<file path="config.mk">
export PLATFORM = sky130hd
export DESIGN_NAME = spc_pos_cmd
export DESIGN_NICKNAME = d
export VERILOG_FILES = /design/src/spc_pkg.sv /design/src/spc_cmd_in.sv /design/src/spc_div_out.sv /design/src/spc_pos_cmd.sv
export SDC_FILE = /design/constraint.sdc
export NUM_CORES = 2
export LEC_CHECK = 0
export ABC_AREA = 1
export BUFFER_PORTS_ARGS = -buffer_cell sky130_fd_sc_hd__buf_2
export CORE_ASPECT_RATIO = 1.4
export CORE_MARGIN = 2
export CORE_UTILIZATION = 50
export CTS_CLUSTER_DIAMETER = 200
export DETAILED_ROUTE_END_ITERATION = 7
export PLACE_DENSITY_LB_ADDON = 0.05
export SETUP_SLACK_MARGIN = 0.3
export SYNTH_ARGS = -nofsm -noshare
export SYNTH_HDL_FRONTEND = slang
export SYNTH_SLANG_ARGS = --single-unit
</file>
<file path="constraint.sdc">
create_clock -name clk_i -period 10.87 [get_ports clk_i]
set_input_delay 3.261 -clock clk_i [delete_from_list [all_inputs] [get_ports clk_i]]
set_output_delay 3.261 -clock clk_i [all_outputs]
set_load 0.05 [all_outputs]
</file>
<file path="src/spc_pkg.sv">
// Shared constants: register map, resets, timing.
// Assumes a 100 MHz clock and a classic Wishbone slave port with 32-bit data.
// What this block does
// Direction setting keeps or reverses pulse count
// Edge setting picks rising or falling count
// Pulse filter width is setting times 0.1us
// Done condition modes 0, 1, 2 selectable
// Done window threshold 0-65535 command units
// Separate window drives the proximity output
// Pulses per rev; zero selects gear pair
// Deviation over limit raises alarm E.501
// Moving-average smoothing, 0.1 ms steps
// Low-pass smoothing, 0.1 ms steps
// Divided count: times 4, or 2^23 ratio
// A and B emit configured pulses per rev
// Phase setting reverses divided A/B order
// Warning A.900 at percent of alarm limit
// Servo-on deviation over limit raises E.503
// Warning A.901 at percent of servo-on limit
// Overshoot threshold is percent of done window
// Quadrature, pulse+direction or CW/CCW inputs
// Overtravel optionally clears residual deviation
// Deviation is signed scaled command minus feedback
// Two gear pairs, picked by select input
package spc_pkg;
   // Timing
   localparam int CLK_PERIOD_PS = 10000;
   localparam int FILT_UNIT_PS = 100000;
   localparam int FILT_UNIT_CYC = (FILT_UNIT_PS + CLK_PERIOD_PS - 1) / CLK_PERIOD_PS;
   localparam int SMOOTH_UNIT_PS = 100000000;
   localparam int SMOOTH_UNIT_CYC = SMOOTH_UNIT_PS / CLK_PERIOD_PS;
   localparam int ENC_LOG2 = 23;
   localparam logic [31:0] ENC_COUNTS = 32'h0080_0000;
   // Register indices; byte offset is index times four
   localparam logic [4:0] IDX_CTRL = 5'h00;
   localparam logic [4:0] IDX_FILT = 5'h01;
   localparam logic [4:0] IDX_DONE_WIN = 5'h02;
   localparam logic [4:0] IDX_NEAR_WIN = 5'h03;
   localparam logic [4:0] IDX_PPR = 5'h04;
   localparam logic [4:0] IDX_DEV_LIM = 5'h05;
   localparam logic [4:0] IDX_MAVG = 5'h06;
   localparam logic [4:0] IDX_LPF = 5'h07;
   localparam logic [4:0] IDX_DIV_DEN = 5'h08;
   localparam logic [4:0] IDX_DIV_CNT = 5'h09;
   localparam logic [4:0] IDX_WARN_PCT = 5'h0a;
   localparam logic [4:0] IDX_SON_LIM = 5'h0b;
   localparam logic [4:0] IDX_SON_PCT = 5'h0c;
   localparam logic [4:0] IDX_OVS_PCT = 5'h0d;
   localparam logic [4:0] IDX_G1N = 5'h0e;
   localparam logic [4:0] IDX_G1D = 5'h0f;
   localparam logic [4:0] IDX_G2N = 5'h10;
   localparam logic [4:0] IDX_G2D = 5'h11;
   localparam logic [4:0] IDX_STATUS = 5'h12;
   localparam logic [4:0] IDX_DEV = 5'h13;
   localparam int NCFG = 18;
   // Writable width masks and reset values, by index
   localparam logic [31:0] CFG_MASK [NCFG] = '{
      32'h0000_01ff, 32'h0000_07ff, 32'h0000_ffff, 32'h0000_ffff,
      32'h3fff_ffff, 32'h3fff_ffff, 32'h0000_3fff, 32'h0000_ffff,
      32'h3fff_ffff, 32'h0000_ffff, 32'h0000_007f, 32'h3fff_ffff,
      32'h0000_007f, 32'h0000_007f, 32'h3fff_ffff, 32'h3fff_ffff,
      32'h3fff_ffff, 32'h3fff_ffff};
   localparam logic [31:0] CFG_RST [NCFG] = '{
      32'h0, 32'h0, 32'h0, 32'h0, 32'h0, 32'h0, 32'h0, 32'h0,
      32'h0, 32'h0, 32'h0, 32'h0, 32'h0, 32'h0,
      32'h1, 32'h1, 32'h1, 32'h1};
   // Control register fields
   localparam int CTL_FMT_LSB = 0;
   localparam int CTL_OT_CLR = 2;
   localparam int CTL_DIR_INV = 3;
   localparam int CTL_FALL = 4;
   localparam int CTL_DONE_LSB = 5;
   localparam int CTL_PH_INV = 7;
   localparam int CTL_GEAR_SW = 8;
   // Status bits
   localparam int ST_DONE = 0;
   localparam int ST_NEAR = 1;
   localparam int ST_ALM_DEV = 2;
   localparam int ST_ALM_SON = 3;
   localparam int ST_WRN_DEV = 4;
   localparam int ST_WRN_SON = 5;
   localparam int ST_OVS = 6;
   // Input formats and done modes
   localparam logic [1:0] FMT_QUAD = 2'h0;
   localparam logic [1:0] FMT_PDIR = 2'h1;
   localparam logic [1:0] DONE_DEV = 2'h0;
   localparam logic [1:0] DONE_FILT = 2'h1;
   localparam logic [1:0] DONE_POST = 2'h2;
endpackage

</file>
<file path="src/spc_cmd_in.sv">
// Command pulse input: synchroniser, glitch filter and format decode.
// Assumes pa_i/pb_i are raw pins; config comes from the same clock.
`timescale 1ns/10ps
module spc_cmd_in
   import spc_pkg::*;
(
   // Clock and reset
   input wire logic clk_i,
   input wire logic rst_i,
   // Pins
   input wire logic pa_i,
   input wire logic pb_i,
   // Settings
   input wire logic [1:0] fmt_i,
   input wire logic fall_i,
   input wire logic inv_i,
   input wire logic [10:0] width_i,
   // Decoded step
   output logic step_o,
   output logic up_o
);
   logic [1:0] s1, s2, f, p;
   logic [14:0] lim;
   logic a_e, b_e, nstep, nup;
   assign lim = 15'(width_i * FILT_UNIT_CYC);
   // Two-flop synchroniser for both pins
   always_ff @(posedge clk_i)
   begin
      if (rst_i)
      begin
         s1 <= 2'h0;
         s2 <= 2'h0;
      end
      else
      begin
         s1 <= {pb_i, pa_i};
         s2 <= s1;
      end
   end
   // Level must hold the full width to pass
   for (genvar i = 0; i < 2; i++)
   begin : g_filt
      logic [14:0] cnt;
      always_ff @(posedge clk_i)
      begin
         if (rst_i)
         begin
            cnt <= 15'h0;
            f[i] <= 1'b0;
         end
         else if (s2[i] == f[i])
            cnt <= 15'h0;
         else if (cnt >= lim)
         begin
            f[i] <= s2[i];
            cnt <= 15'h0;
         end
         else
            cnt <= cnt + 15'h1;
      end
   end
   // Edge per channel, polarity chosen by setting
   assign a_e = fall_i ? (p[0] & ~f[0]) : (f[0] & ~p[0]);
   assign b_e = fall_i ? (p[1] & ~f[1]) : (f[1] & ~p[1]);
   // Format decode
   always_comb
   begin
      nstep = 1'b0;
      nup = 1'b0;
      case (fmt_i)
         FMT_QUAD:
         begin
            nstep = (f[0] ^ p[0]) | (f[1] ^ p[1]);
            nup = (f[0] ^ p[0]) ? (f[0] ^ f[1]) : ~(f[0] ^ f[1]);
         end
         FMT_PDIR:
         begin
            nstep = a_e;
            nup = f[1];
         end
         default:
         begin
            nstep = a_e ^ b_e;
            nup = a_e;
         end
      endcase
   end
   always_ff @(posedge clk_i)
   begin
      if (rst_i)
      begin
         p <= 2'h0;
         step_o <= 1'b0;
         up_o <= 1'b0;
      end
      else
      begin
         p <= f;
         step_o <= nstep;
         up_o <= nup ^ inv_i;
      end
   end
endmodule // spc_cmd_in

</file>
<file path="src/spc_div_out.sv">
// Divided quadrature output from feedback steps.
// Assumes at most one feedback count per clock.
`timescale 1ns/10ps
module spc_div_out (
   // Clock and reset
   input wire logic clk_i,
   input wire logic rst_i,
   // Feedback steps and ratio
   input wire logic step_i,
   input wire logic up_i,
   input wire logic [31:0] add_i,
   input wire logic [31:0] thr_i,
   input wire logic inv_i,
   // Outputs
   output logic a_o,
   output logic b_o
);
   logic signed [34:0] acc, nacc, sadd, sthr;
   logic [1:0] q;
   assign sadd = 35'(add_i);
   assign sthr = 35'(thr_i);
   assign nacc = acc + (step_i ? (up_i ? sadd : -sadd) : 35'sh0);
   // One output edge per clock; fast motion lags behind
   always_ff @(posedge clk_i)
   begin
      if (rst_i)
      begin
         acc <= 35'sh0;
         q <= 2'h0;
      end
      else if (nacc >= sthr)
      begin
         acc <= nacc - sthr;
         q <= q + 2'h1;
      end
      else if (nacc <= -sthr)
      begin
         acc <= nacc + sthr;
         q <= q - 2'h1;
      end
      else
         acc <= nacc;
   end
   // Gray code; swap channels to reverse sequence
   always_ff @(posedge clk_i)
   begin
      if (rst_i)
      begin
         a_o <= 1'b0;
         b_o <= 1'b0;
      end
      else
      begin
         a_o <= inv_i ? (q[1] ^ q[0]) : q[1];
         b_o <= inv_i ? q[1] : (q[1] ^ q[0]);
      end
   end
endmodule // spc_div_out

</file>
<file path="src/spc_pos_cmd.sv">
// Position command top: registers, gearing,
// smoothing, deviation checks and divided output.
// Assumes fb_pos_i and the Wishbone inputs are on clk_i; the command and drive state inputs are pins.
//
// Local design decisions: register access over Wishbone and the address map.
`timescale 1ns/10ps
module spc_pos_cmd
   import spc_pkg::*;
#(
   parameter int SMOOTH_TICK_CYC = SMOOTH_UNIT_CYC
)
(
   // Clock and reset
   input wire logic clk_i,
   input wire logic rst_i,
   // Wishbone slave
   input wire logic wb_cyc_i,
   input wire logic wb_stb_i,
   input wire logic wb_we_i,
   input wire logic [7:0] wb_adr_i,
   input wire logic [3:0] wb_sel_i,
   input wire logic [31:0] wb_dat_i,
   output logic [31:0] wb_dat_o,
   output logic wb_ack_o,
   // Command pulse pins
   input wire logic cmd_pa_i,
   input wire logic cmd_pb_i,
   // Drive state pins
   input wire logic overtravel_i,
   input wire logic servo_on_i,
   input wire logic gear_sel_i,
   // Feedback position
   input wire logic [31:0] fb_pos_i,
   // Status outputs
   output logic pos_done_o,
   output logic pos_near_o,
   output logic dev_alarm_o,
   output logic son_alarm_o,
   output logic dev_warn_o,
   output logic son_warn_o,
   output logic overshoot_o,
   // Divided encoder output
   output logic div_a_o,
   output logic div_b_o
);
   logic [31:0] cfg [NCFG];
   logic [2:0] ps1, ps2;
   logic acc_req, wr, ot, son, gsel;
   logic [4:0] idx;
   logic [31:0] wmask, st_word;
   logic [31:0] ctrl;
   logic cmd_step, cmd_up;
   logic [29:0] num, den;
   logic signed [34:0] rem, nrem, snum, sden;
   logic signed [31:0] target, smooth, dev, fb_prev;
   logic [31:0] absdev;
   logic [15:0] tick_cnt;
   logic [16:0] per_cnt, per_lim;
   logic tick, gear_idle, pulse_seen;
   logic [38:0] dev_x100, dev_lim_x, son_lim_x, ovs_x;
   logic done_ok, next_done, next_near, next_ald, next_als;
   logic next_wd, next_ws, next_ovs;
   logic [31:0] div_add, div_thr;

   assign ctrl = cfg[IDX_CTRL];
   assign idx = wb_adr_i[6:2];
   assign acc_req = wb_cyc_i & wb_stb_i & ~wb_ack_o;
   assign wr = acc_req & wb_we_i;
   assign wmask = {{8{wb_sel_i[3]}}, {8{wb_sel_i[2]}}, {8{wb_sel_i[1]}}, {8{wb_sel_i[0]}}};

   // Pins pass two flops before use
   always_ff @(posedge clk_i)
   begin
      if (rst_i)
      begin
         ps1 <= 3'h0;
         ps2 <= 3'h0;
      end
      else
      begin
         ps1 <= {gear_sel_i, servo_on_i, overtravel_i};
         ps2 <= ps1;
      end
   end
   assign ot = ps2[0];
   assign son = ps2[1];
   assign gsel = ps2[2] | ctrl[CTL_GEAR_SW];

   // Config registers, byte lanes, unused bits zero
   for (genvar i = 0; i < NCFG; i++)
   begin : g_cfg
      always_ff @(posedge clk_i)
      begin
         if (rst_i)
            cfg[i] <= CFG_RST[i];
         else if (wr && !wb_adr_i[7] && idx == 5'(i))
            cfg[i] <= ((cfg[i] & ~wmask) | (wb_dat_i & wmask)) & CFG_MASK[i];
      end
   end

   // Ack one cycle after request; unmapped reads return zero
   always_ff @(posedge clk_i)
   begin
      if (rst_i)
      begin
         wb_ack_o <= 1'b0;
         wb_dat_o <= 32'h0;
      end
      else
      begin
         wb_ack_o <= acc_req;
         if (acc_req && !wb_we_i)
         begin
            if (wb_adr_i[7])
               wb_dat_o <= 32'h0;
            else if (idx < 5'(NCFG))
               wb_dat_o <= cfg[idx];
            else if (idx == IDX_STATUS)
               wb_dat_o <= st_word;
            else if (idx == IDX_DEV)
               wb_dat_o <= dev;
            else
               wb_dat_o <= 32'h0;
         end
      end
   end
   assign st_word = {25'h0, overshoot_o, son_warn_o, dev_warn_o, son_alarm_o, dev_alarm_o,
      pos_near_o, pos_done_o};

   // Command pulse conditioning
   spc_cmd_in u_cmd_in (
      .clk_i(clk_i),
      .rst_i(rst_i),
      .pa_i(cmd_pa_i),
      .pb_i(cmd_pb_i),
      .fmt_i(ctrl[CTL_FMT_LSB +: 2]),
      .fall_i(ctrl[CTL_FALL]),
      .inv_i(ctrl[CTL_DIR_INV]),
      .width_i(cfg[IDX_FILT][10:0]),
      .step_o(cmd_step),
      .up_o(cmd_up)
   );

   // Active ratio: pulses per rev wins, else the selected gear pair
   always_comb
   begin
      if (cfg[IDX_PPR] != 32'h0)
      begin
         num = ENC_COUNTS[29:0];
         den = cfg[IDX_PPR][29:0];
      end
      else if (gsel)
      begin
         num = cfg[IDX_G2N][29:0];
         den = cfg[IDX_G2D][29:0];
      end
      else
      begin
         num = cfg[IDX_G1N][29:0];
         den = cfg[IDX_G1D][29:0];
      end
   end
   // A zero denominator would make target move every clock, so it acts as one
   assign snum = 35'(num);
   assign sden = (den == 30'h0) ? 35'sh1 : 35'(den);
   assign nrem = rem + (cmd_step ? (cmd_up ? snum : -snum) : 35'sh0);
   assign gear_idle = (rem < sden) && (rem > -sden);

   // Gear scaling: remainder drains one scaled unit per clock
   always_ff @(posedge clk_i)
   begin
      if (rst_i)
      begin
         rem <= 35'sh0;
         target <= 32'sh0;
      end
      else if (ot && ctrl[CTL_OT_CLR])
      begin
         rem <= 35'sh0;
         target <= fb_pos_i;
      end
      else if (nrem >= sden)
      begin
         rem <= nrem - sden;
         target <= target + 32'sh1;
      end
      else if (nrem <= -sden)
      begin
         rem <= nrem + sden;
         target <= target - 32'sh1;
      end
      else
         rem <= nrem;
   end

   // Recent pulse flag; cleared each smoothing tick
   always_ff @(posedge clk_i)
   begin
      if (rst_i)
         pulse_seen <= 1'b0;
      else if (cmd_step)
         pulse_seen <= 1'b1;
      else if (tick)
         pulse_seen <= 1'b0;
   end

   // 0.1 ms time base
   always_ff @(posedge clk_i)
   begin
      if (rst_i)
         tick_cnt <= 16'h0;
      else if (tick)
         tick_cnt <= 16'h0;
      else
         tick_cnt <= tick_cnt + 16'h1;
   end
   assign tick = (tick_cnt >= 16'(SMOOTH_TICK_CYC - 1));

   // Smoothing: both time settings stretch the step period
   assign per_lim = 17'(cfg[IDX_MAVG][13:0]) + 17'(cfg[IDX_LPF][15:0]);
   always_ff @(posedge clk_i)
   begin
      if (rst_i)
      begin
         per_cnt <= 17'h0;
         smooth <= 32'sh0;
      end
      else if (ot && ctrl[CTL_OT_CLR])
      begin
         per_cnt <= 17'h0;
         smooth <= fb_pos_i;
      end
      else if (per_cnt >= per_lim)
      begin
         per_cnt <= 17'h0;
         if (smooth < target)
            smooth <= smooth + 32'sh1;
         else if (smooth > target)
            smooth <= smooth - 32'sh1;
      end
      else if (tick)
         per_cnt <= per_cnt + 17'h1;
   end

   // Deviation and its magnitude
   always_ff @(posedge clk_i)
   begin
      if (rst_i)
      begin
         dev <= 32'sh0;
         fb_prev <= 32'sh0;
      end
      else
      begin
         dev <= smooth - fb_pos_i;
         fb_prev <= fb_pos_i;
      end
   end
   assign absdev = dev[31] ? 32'(-dev) : 32'(dev);

   // Percent comparisons, scaled by 100 on the deviation side
   assign dev_x100 = 39'(absdev) * 39'd100;
   assign dev_lim_x = 39'(cfg[IDX_DEV_LIM]) * 39'(cfg[IDX_WARN_PCT]);
   assign son_lim_x = 39'(cfg[IDX_SON_LIM]) * 39'(cfg[IDX_SON_PCT]);
   assign ovs_x = 39'(cfg[IDX_DONE_WIN]) * 39'(cfg[IDX_OVS_PCT]);

   // Done condition per mode
   always_comb
   begin
      case (ctrl[CTL_DONE_LSB +: 2])
         DONE_DEV: done_ok = 1'b1;
         DONE_FILT: done_ok = (smooth == target) && !pulse_seen;
         DONE_POST: done_ok = (smooth == target) && !pulse_seen && gear_idle;
         default: done_ok = 1'b1;
      endcase
      next_done = (absdev < cfg[IDX_DONE_WIN]) && done_ok;
      next_near = absdev < cfg[IDX_NEAR_WIN];
      next_ald = (cfg[IDX_DEV_LIM] != 32'h0) && (absdev > cfg[IDX_DEV_LIM]);
      next_als = son && (cfg[IDX_SON_LIM] != 32'h0) && (absdev > cfg[IDX_SON_LIM]);
      next_wd = (cfg[IDX_DEV_LIM] != 32'h0) && (dev_x100 > dev_lim_x);
      next_ws = son && (cfg[IDX_SON_LIM] != 32'h0) && (dev_x100 > son_lim_x);
      next_ovs = (smooth == target) && (dev_x100 > ovs_x);
   end

   // Level status bits
   always_ff @(posedge clk_i)
   begin
      if (rst_i)
      begin
         pos_done_o <= 1'b0;
         pos_near_o <= 1'b0;
         dev_warn_o <= 1'b0;
         son_warn_o <= 1'b0;
         overshoot_o <= 1'b0;
      end
      else
      begin
         pos_done_o <= next_done;
         pos_near_o <= next_near;
         dev_warn_o <= next_wd;
         son_warn_o <= next_ws;
         overshoot_o <= next_ovs;
      end
   end

   // Alarms latch; write one to clear, a new fault wins the clear
   always_ff @(posedge clk_i)
   begin
      if (rst_i)
      begin
         dev_alarm_o <= 1'b0;
         son_alarm_o <= 1'b0;
      end
      else
      begin
         dev_alarm_o <= next_ald | (dev_alarm_o &
            ~(wr && idx == IDX_STATUS && !wb_adr_i[7] && wb_sel_i[0] && wb_dat_i[ST_ALM_DEV]));
         son_alarm_o <= next_als | (son_alarm_o &
            ~(wr && idx == IDX_STATUS && !wb_adr_i[7] && wb_sel_i[0] && wb_dat_i[ST_ALM_SON]));
      end
   end

   // Divided output ratio without a divider
   always_comb
   begin
      if (cfg[IDX_DIV_DEN] == 32'h0)
      begin
         div_add = {cfg[IDX_DIV_CNT][29:0], 2'b00};
         div_thr = ENC_COUNTS;
      end
      else
      begin
         div_add = cfg[IDX_DIV_CNT];
         div_thr = cfg[IDX_DIV_DEN];
      end
   end

   spc_div_out u_div_out (
      .clk_i(clk_i),
      .rst_i(rst_i),
      .step_i(fb_pos_i != fb_prev),
      .up_i($signed(fb_pos_i - fb_prev) > 32'sh0),
      .add_i(div_add),
      .thr_i(div_thr),
      .inv_i(ctrl[CTL_PH_INV]),
      .a_o(div_a_o),
      .b_o(div_b_o)
   );
endmodule // spc_pos_cmd

</file>
==> implementation parameters <==
Parameter                              Value

CTS
  Root buffer cell    clkbuf_16
  Number of sinks on the clock net    681
  Level count of the clock H-tree    3
  Clock-pin slew of the registers on the worst-case setup and hold paths    60 ps
  Worst-skew pair later-pin latency    between 700 and 800 ps
  Buffers from clock root to sink, at most    3
  Clock tree from TritonCTS    done
  CTS Buf Count    77
  Number of buffers added for setup after CTS    0

Floorplan
  Die Footprint    183,000 um2
  Standard cell core area    179,000 um2
  Y dimension of the die    around 510 um
  Starting density of the core    about half
  I/O pin cnt    around 130
  Floorplan die width    362 um
  Number of rows in the core area    184

Critical path
  Worst path max stage delay    490 ps
  Cell repeated most along the worst path    nand2_1
  Flop2flop setup slack    ~830 ps
  Crit start category    register
  Required time at the worst-slack endpoint    11,530 ps
  Setup crit start    cfg[4][5]
  Worst reg2reg path startpoint    cfg[4][5]
  Worst Path Class, Setup    register to register
  Worst r2r path cells    51
  Peak fanout along the critical path    19
  Critical R2R Capture    target[29]
  Critical path capture point type    register
  Cell with the biggest individual delay on the critical path    a221oi_1
  WP data arrival    10,700 ps

Final layout
  Cell Count, Final, Fillers Out    15,300
  Ratio of cells with drive above 1 in the final layout    7.15%
  Area growth from synthesis to layout    9.30%
  Register area    17,200 um2
  Number of nets in the final layout    14,800
  Filler instances    17,900
  Multi-input combinational cell area    62,200 um2

Route
  Total vias in the final route    87,900
  Number of routed nets with antenna violations    0
  Post-detailed-route via-to-cell ratio    5.73
  Residual DRC    0
  Length of the first detailed-routing pass in iterations    8
  DRT Wirelength    about 350 mm
  WL per Instance    22.6 um
  DR iter-0 viols    between 7,000 and 8,000

Placed design
  Weighted congestion reported at the end of routability-driven placement    between 1 and 1.5
  Placed cells    15,200
  Post-detail-place hpwl    approximately 280 mm
  Port Buf Inserts    123

Global routing
  GRT Util Overall    roughly 37%
  Total congestion overflow    0
  Largest net degree at the start of global routing    113
  Via count of the first global-routing pass    about 85,000
  First-pass GRT wire length    514 mm
  Antenna violations before repair    26

Timing
  Setup skew after layout    41.8 ps
  RSZ-0062 raised after global routing    yes
  Shortest period the worst path allows    10,040 ps
  Timing-limited maximum frequency    99.6 MHz
  Slew @ Worst Pin    1340 ps
  Number of slew-limit violations in the final report    0
  Final setup violating endpoints    0
  Final critical-path share of the clock period    92.4%
  Setup TNS    0 ps
  Number of hold-slack violations in the final timing report    0
  Relative max-transition margin    9.87%

Synthesis
  Ys async rst share    0%
  Post-Synthesis Cells    12,700
  Primary flip-flop cell chosen by synthesis mapping    edfxtp_1
  Number of distinct standard cells referenced by the synthesized netlist    80
  Post-synthesis cell type with the largest combined area    ha_1
  Top post-synthesis cells by area    ha_1, edfxtp_1, nand2_1, inv_1, fa_1
  Post-synth top cells    nand2_1, inv_1, ha_1
  Leading cell type by number of instances after synthesis    nand2_1
  Area share of the largest cell type after synthesis    19.6%
  Count of flip-flops with a built-in enable after synthesis    359
  Count of warnings emitted by yosys    0
  Sequential element share of the synthesized area    19.2%
  Flop and latch count out of synthesis    681
  Cell area after synthesis    89,800 um2
  Synthesized area divided by synthesized cell count    7.09 um2

Power and ir drop
  Leakage power figure    approximately 52 nW
  Power per unit of standard cell area    around 200 nW/um2
  Overall power of the completed layout    20.1 mW
  Worst voltage drop across the vdd grid    0.167 mV

Hold path
  Min-Delay Startpoint    u_cmd_in.s1[0]
  Hold endpoint    u_cmd_in.s2[0]
  Cell depth of the worst hold path    2
  Path category of the worst min-delay check    register to register

Run
  Maxcap violations    0

Run status
  Run status    finished, final reports clean
## cells in the final DEF (no fill, tap or decap), types with 50 or more instances in the layout
master	Yosys	layout
a21oi_1	1323	1323
o221ai_1	76	76
nor3_1	182	181
o211ai_1	71	71
nand2_1	2387	2385
inv_1	2265	2263
ha_1	1410	1408
fa_1	385	385
a31oi_1	50	50
xnor2_1	112	112
nor2_1	1220	1213
o21ai_0	542	525
a22oi_1	51	51
dfxtp_1	322	322
nor4_1	64	61
nand3_1	382	379
buf_2	27	122
xor2_1	346	346
clkbuf_16	0	79
nand4_1	146	146
buf_4	12	529
edfxtp_1	359	359
## area by class of cell
type | instances | share of cell area (%)
clock buffers | 102 | 2.15
diodes | 8 | 0.0204
clock inverters | 41 | 0.409
flip-flops and latches | 681 | 17.5
repair buffers | 660 | 4.83
multi-input cells | 9235 | 63.3
well taps | 2325 | 2.96
inverters | 2288 | 8.75
## power breakdown
group	total [mW]	switching [mW]	leakage [nW]	internal, mW
logic	14.1	8.77	44.1	5.35
registers	3.21	0.261	6.33	2.95
clock network	2.72	1.24	1.22	1.48
total	20.1	10.3	51.7	9.78
## how the worst max path moves through the flow
| stage | endpoint | slack, ps | depth (start not counted) |
|---|---|---|---|
| final | target[29] | 830 | 51 |
| after global routing | u_div_out.acc[12] | 310 | 54 |
| after CTS | target[31] | 650 | 56 |
| after detailed placement | u_div_out.acc[0] | 90 | 50 |
| after global placement | u_div_out.acc[12] | 50 | 50 |
| after floorplan | u_div_out.acc[6] | 1240 | 49 |
## layer usage
metal | track usage (%) | wire length [um] | vias to the layer above
met3 | 6.72 | 27300 | 989
li1 | - | - | 41900
met1 | 42.8 | 130000 | 41300
met5 | 0 | 253 | -
met2 | 62.2 | 161000 | 3600
met4 | 25.6 | 28800 | 32
## critical path: cells and delay by family, from the launching register on
kind	cells	cell delay [ps]
flip-flops	1	390
AND/OR/NAND/NOR	24	3260
XOR/XNOR	1	430
AO/OA/AOI/OAI	13	3090
adder cells (fa/ha/maj)	4	1270
buffers and inverters	9	1460
## sequential cells by signal, summed over array words and instances (netlist names), 30 cells and up
signal,count
fb_prev,32
u_cmd_in.g_filt.cnt,30
wb_dat_o,32
u_div_out.acc,35
smooth,32
cfg,359
target,32
dev,32
rem,35
## logic make-up after synthesis
family | share of synthesized area (%)
AOI/OAI and AO/OA | 15.3
xor gates and xnor gates | 4.48
adders and majority gates | 28.2
buffers and inverters | 11.8
DFF | 19.2
muxes | 0.0849
other | 0.00417
and+or+nand+nor | 20.9
## through the flow
stage / hold WS (ps) / util (%) / worst slack [ps] / area, um2
floorplan: 388 / - / 1240 / 89900
global placement: 394 / 53.4 / 45.5 / 95600
detailed placement: 398 / 53.4 / 93.2 / 95600
CTS: 409 / 54.8 / 646 / 98100
global route: 425 / 54.8 / 312 / 98200
finish: 406 / 54.8 / 832 / 98200
## what timing repair did
item | 4_1_cts | 5_1_grt
hold buffers | 0 | 0
endpoints found under the hold margin | 0 | 0
endpoints found under the setup margin | 0 | 53
gates resized for setup | 0 | 22
Note: power is estimated with default switching activity, not from simulation.
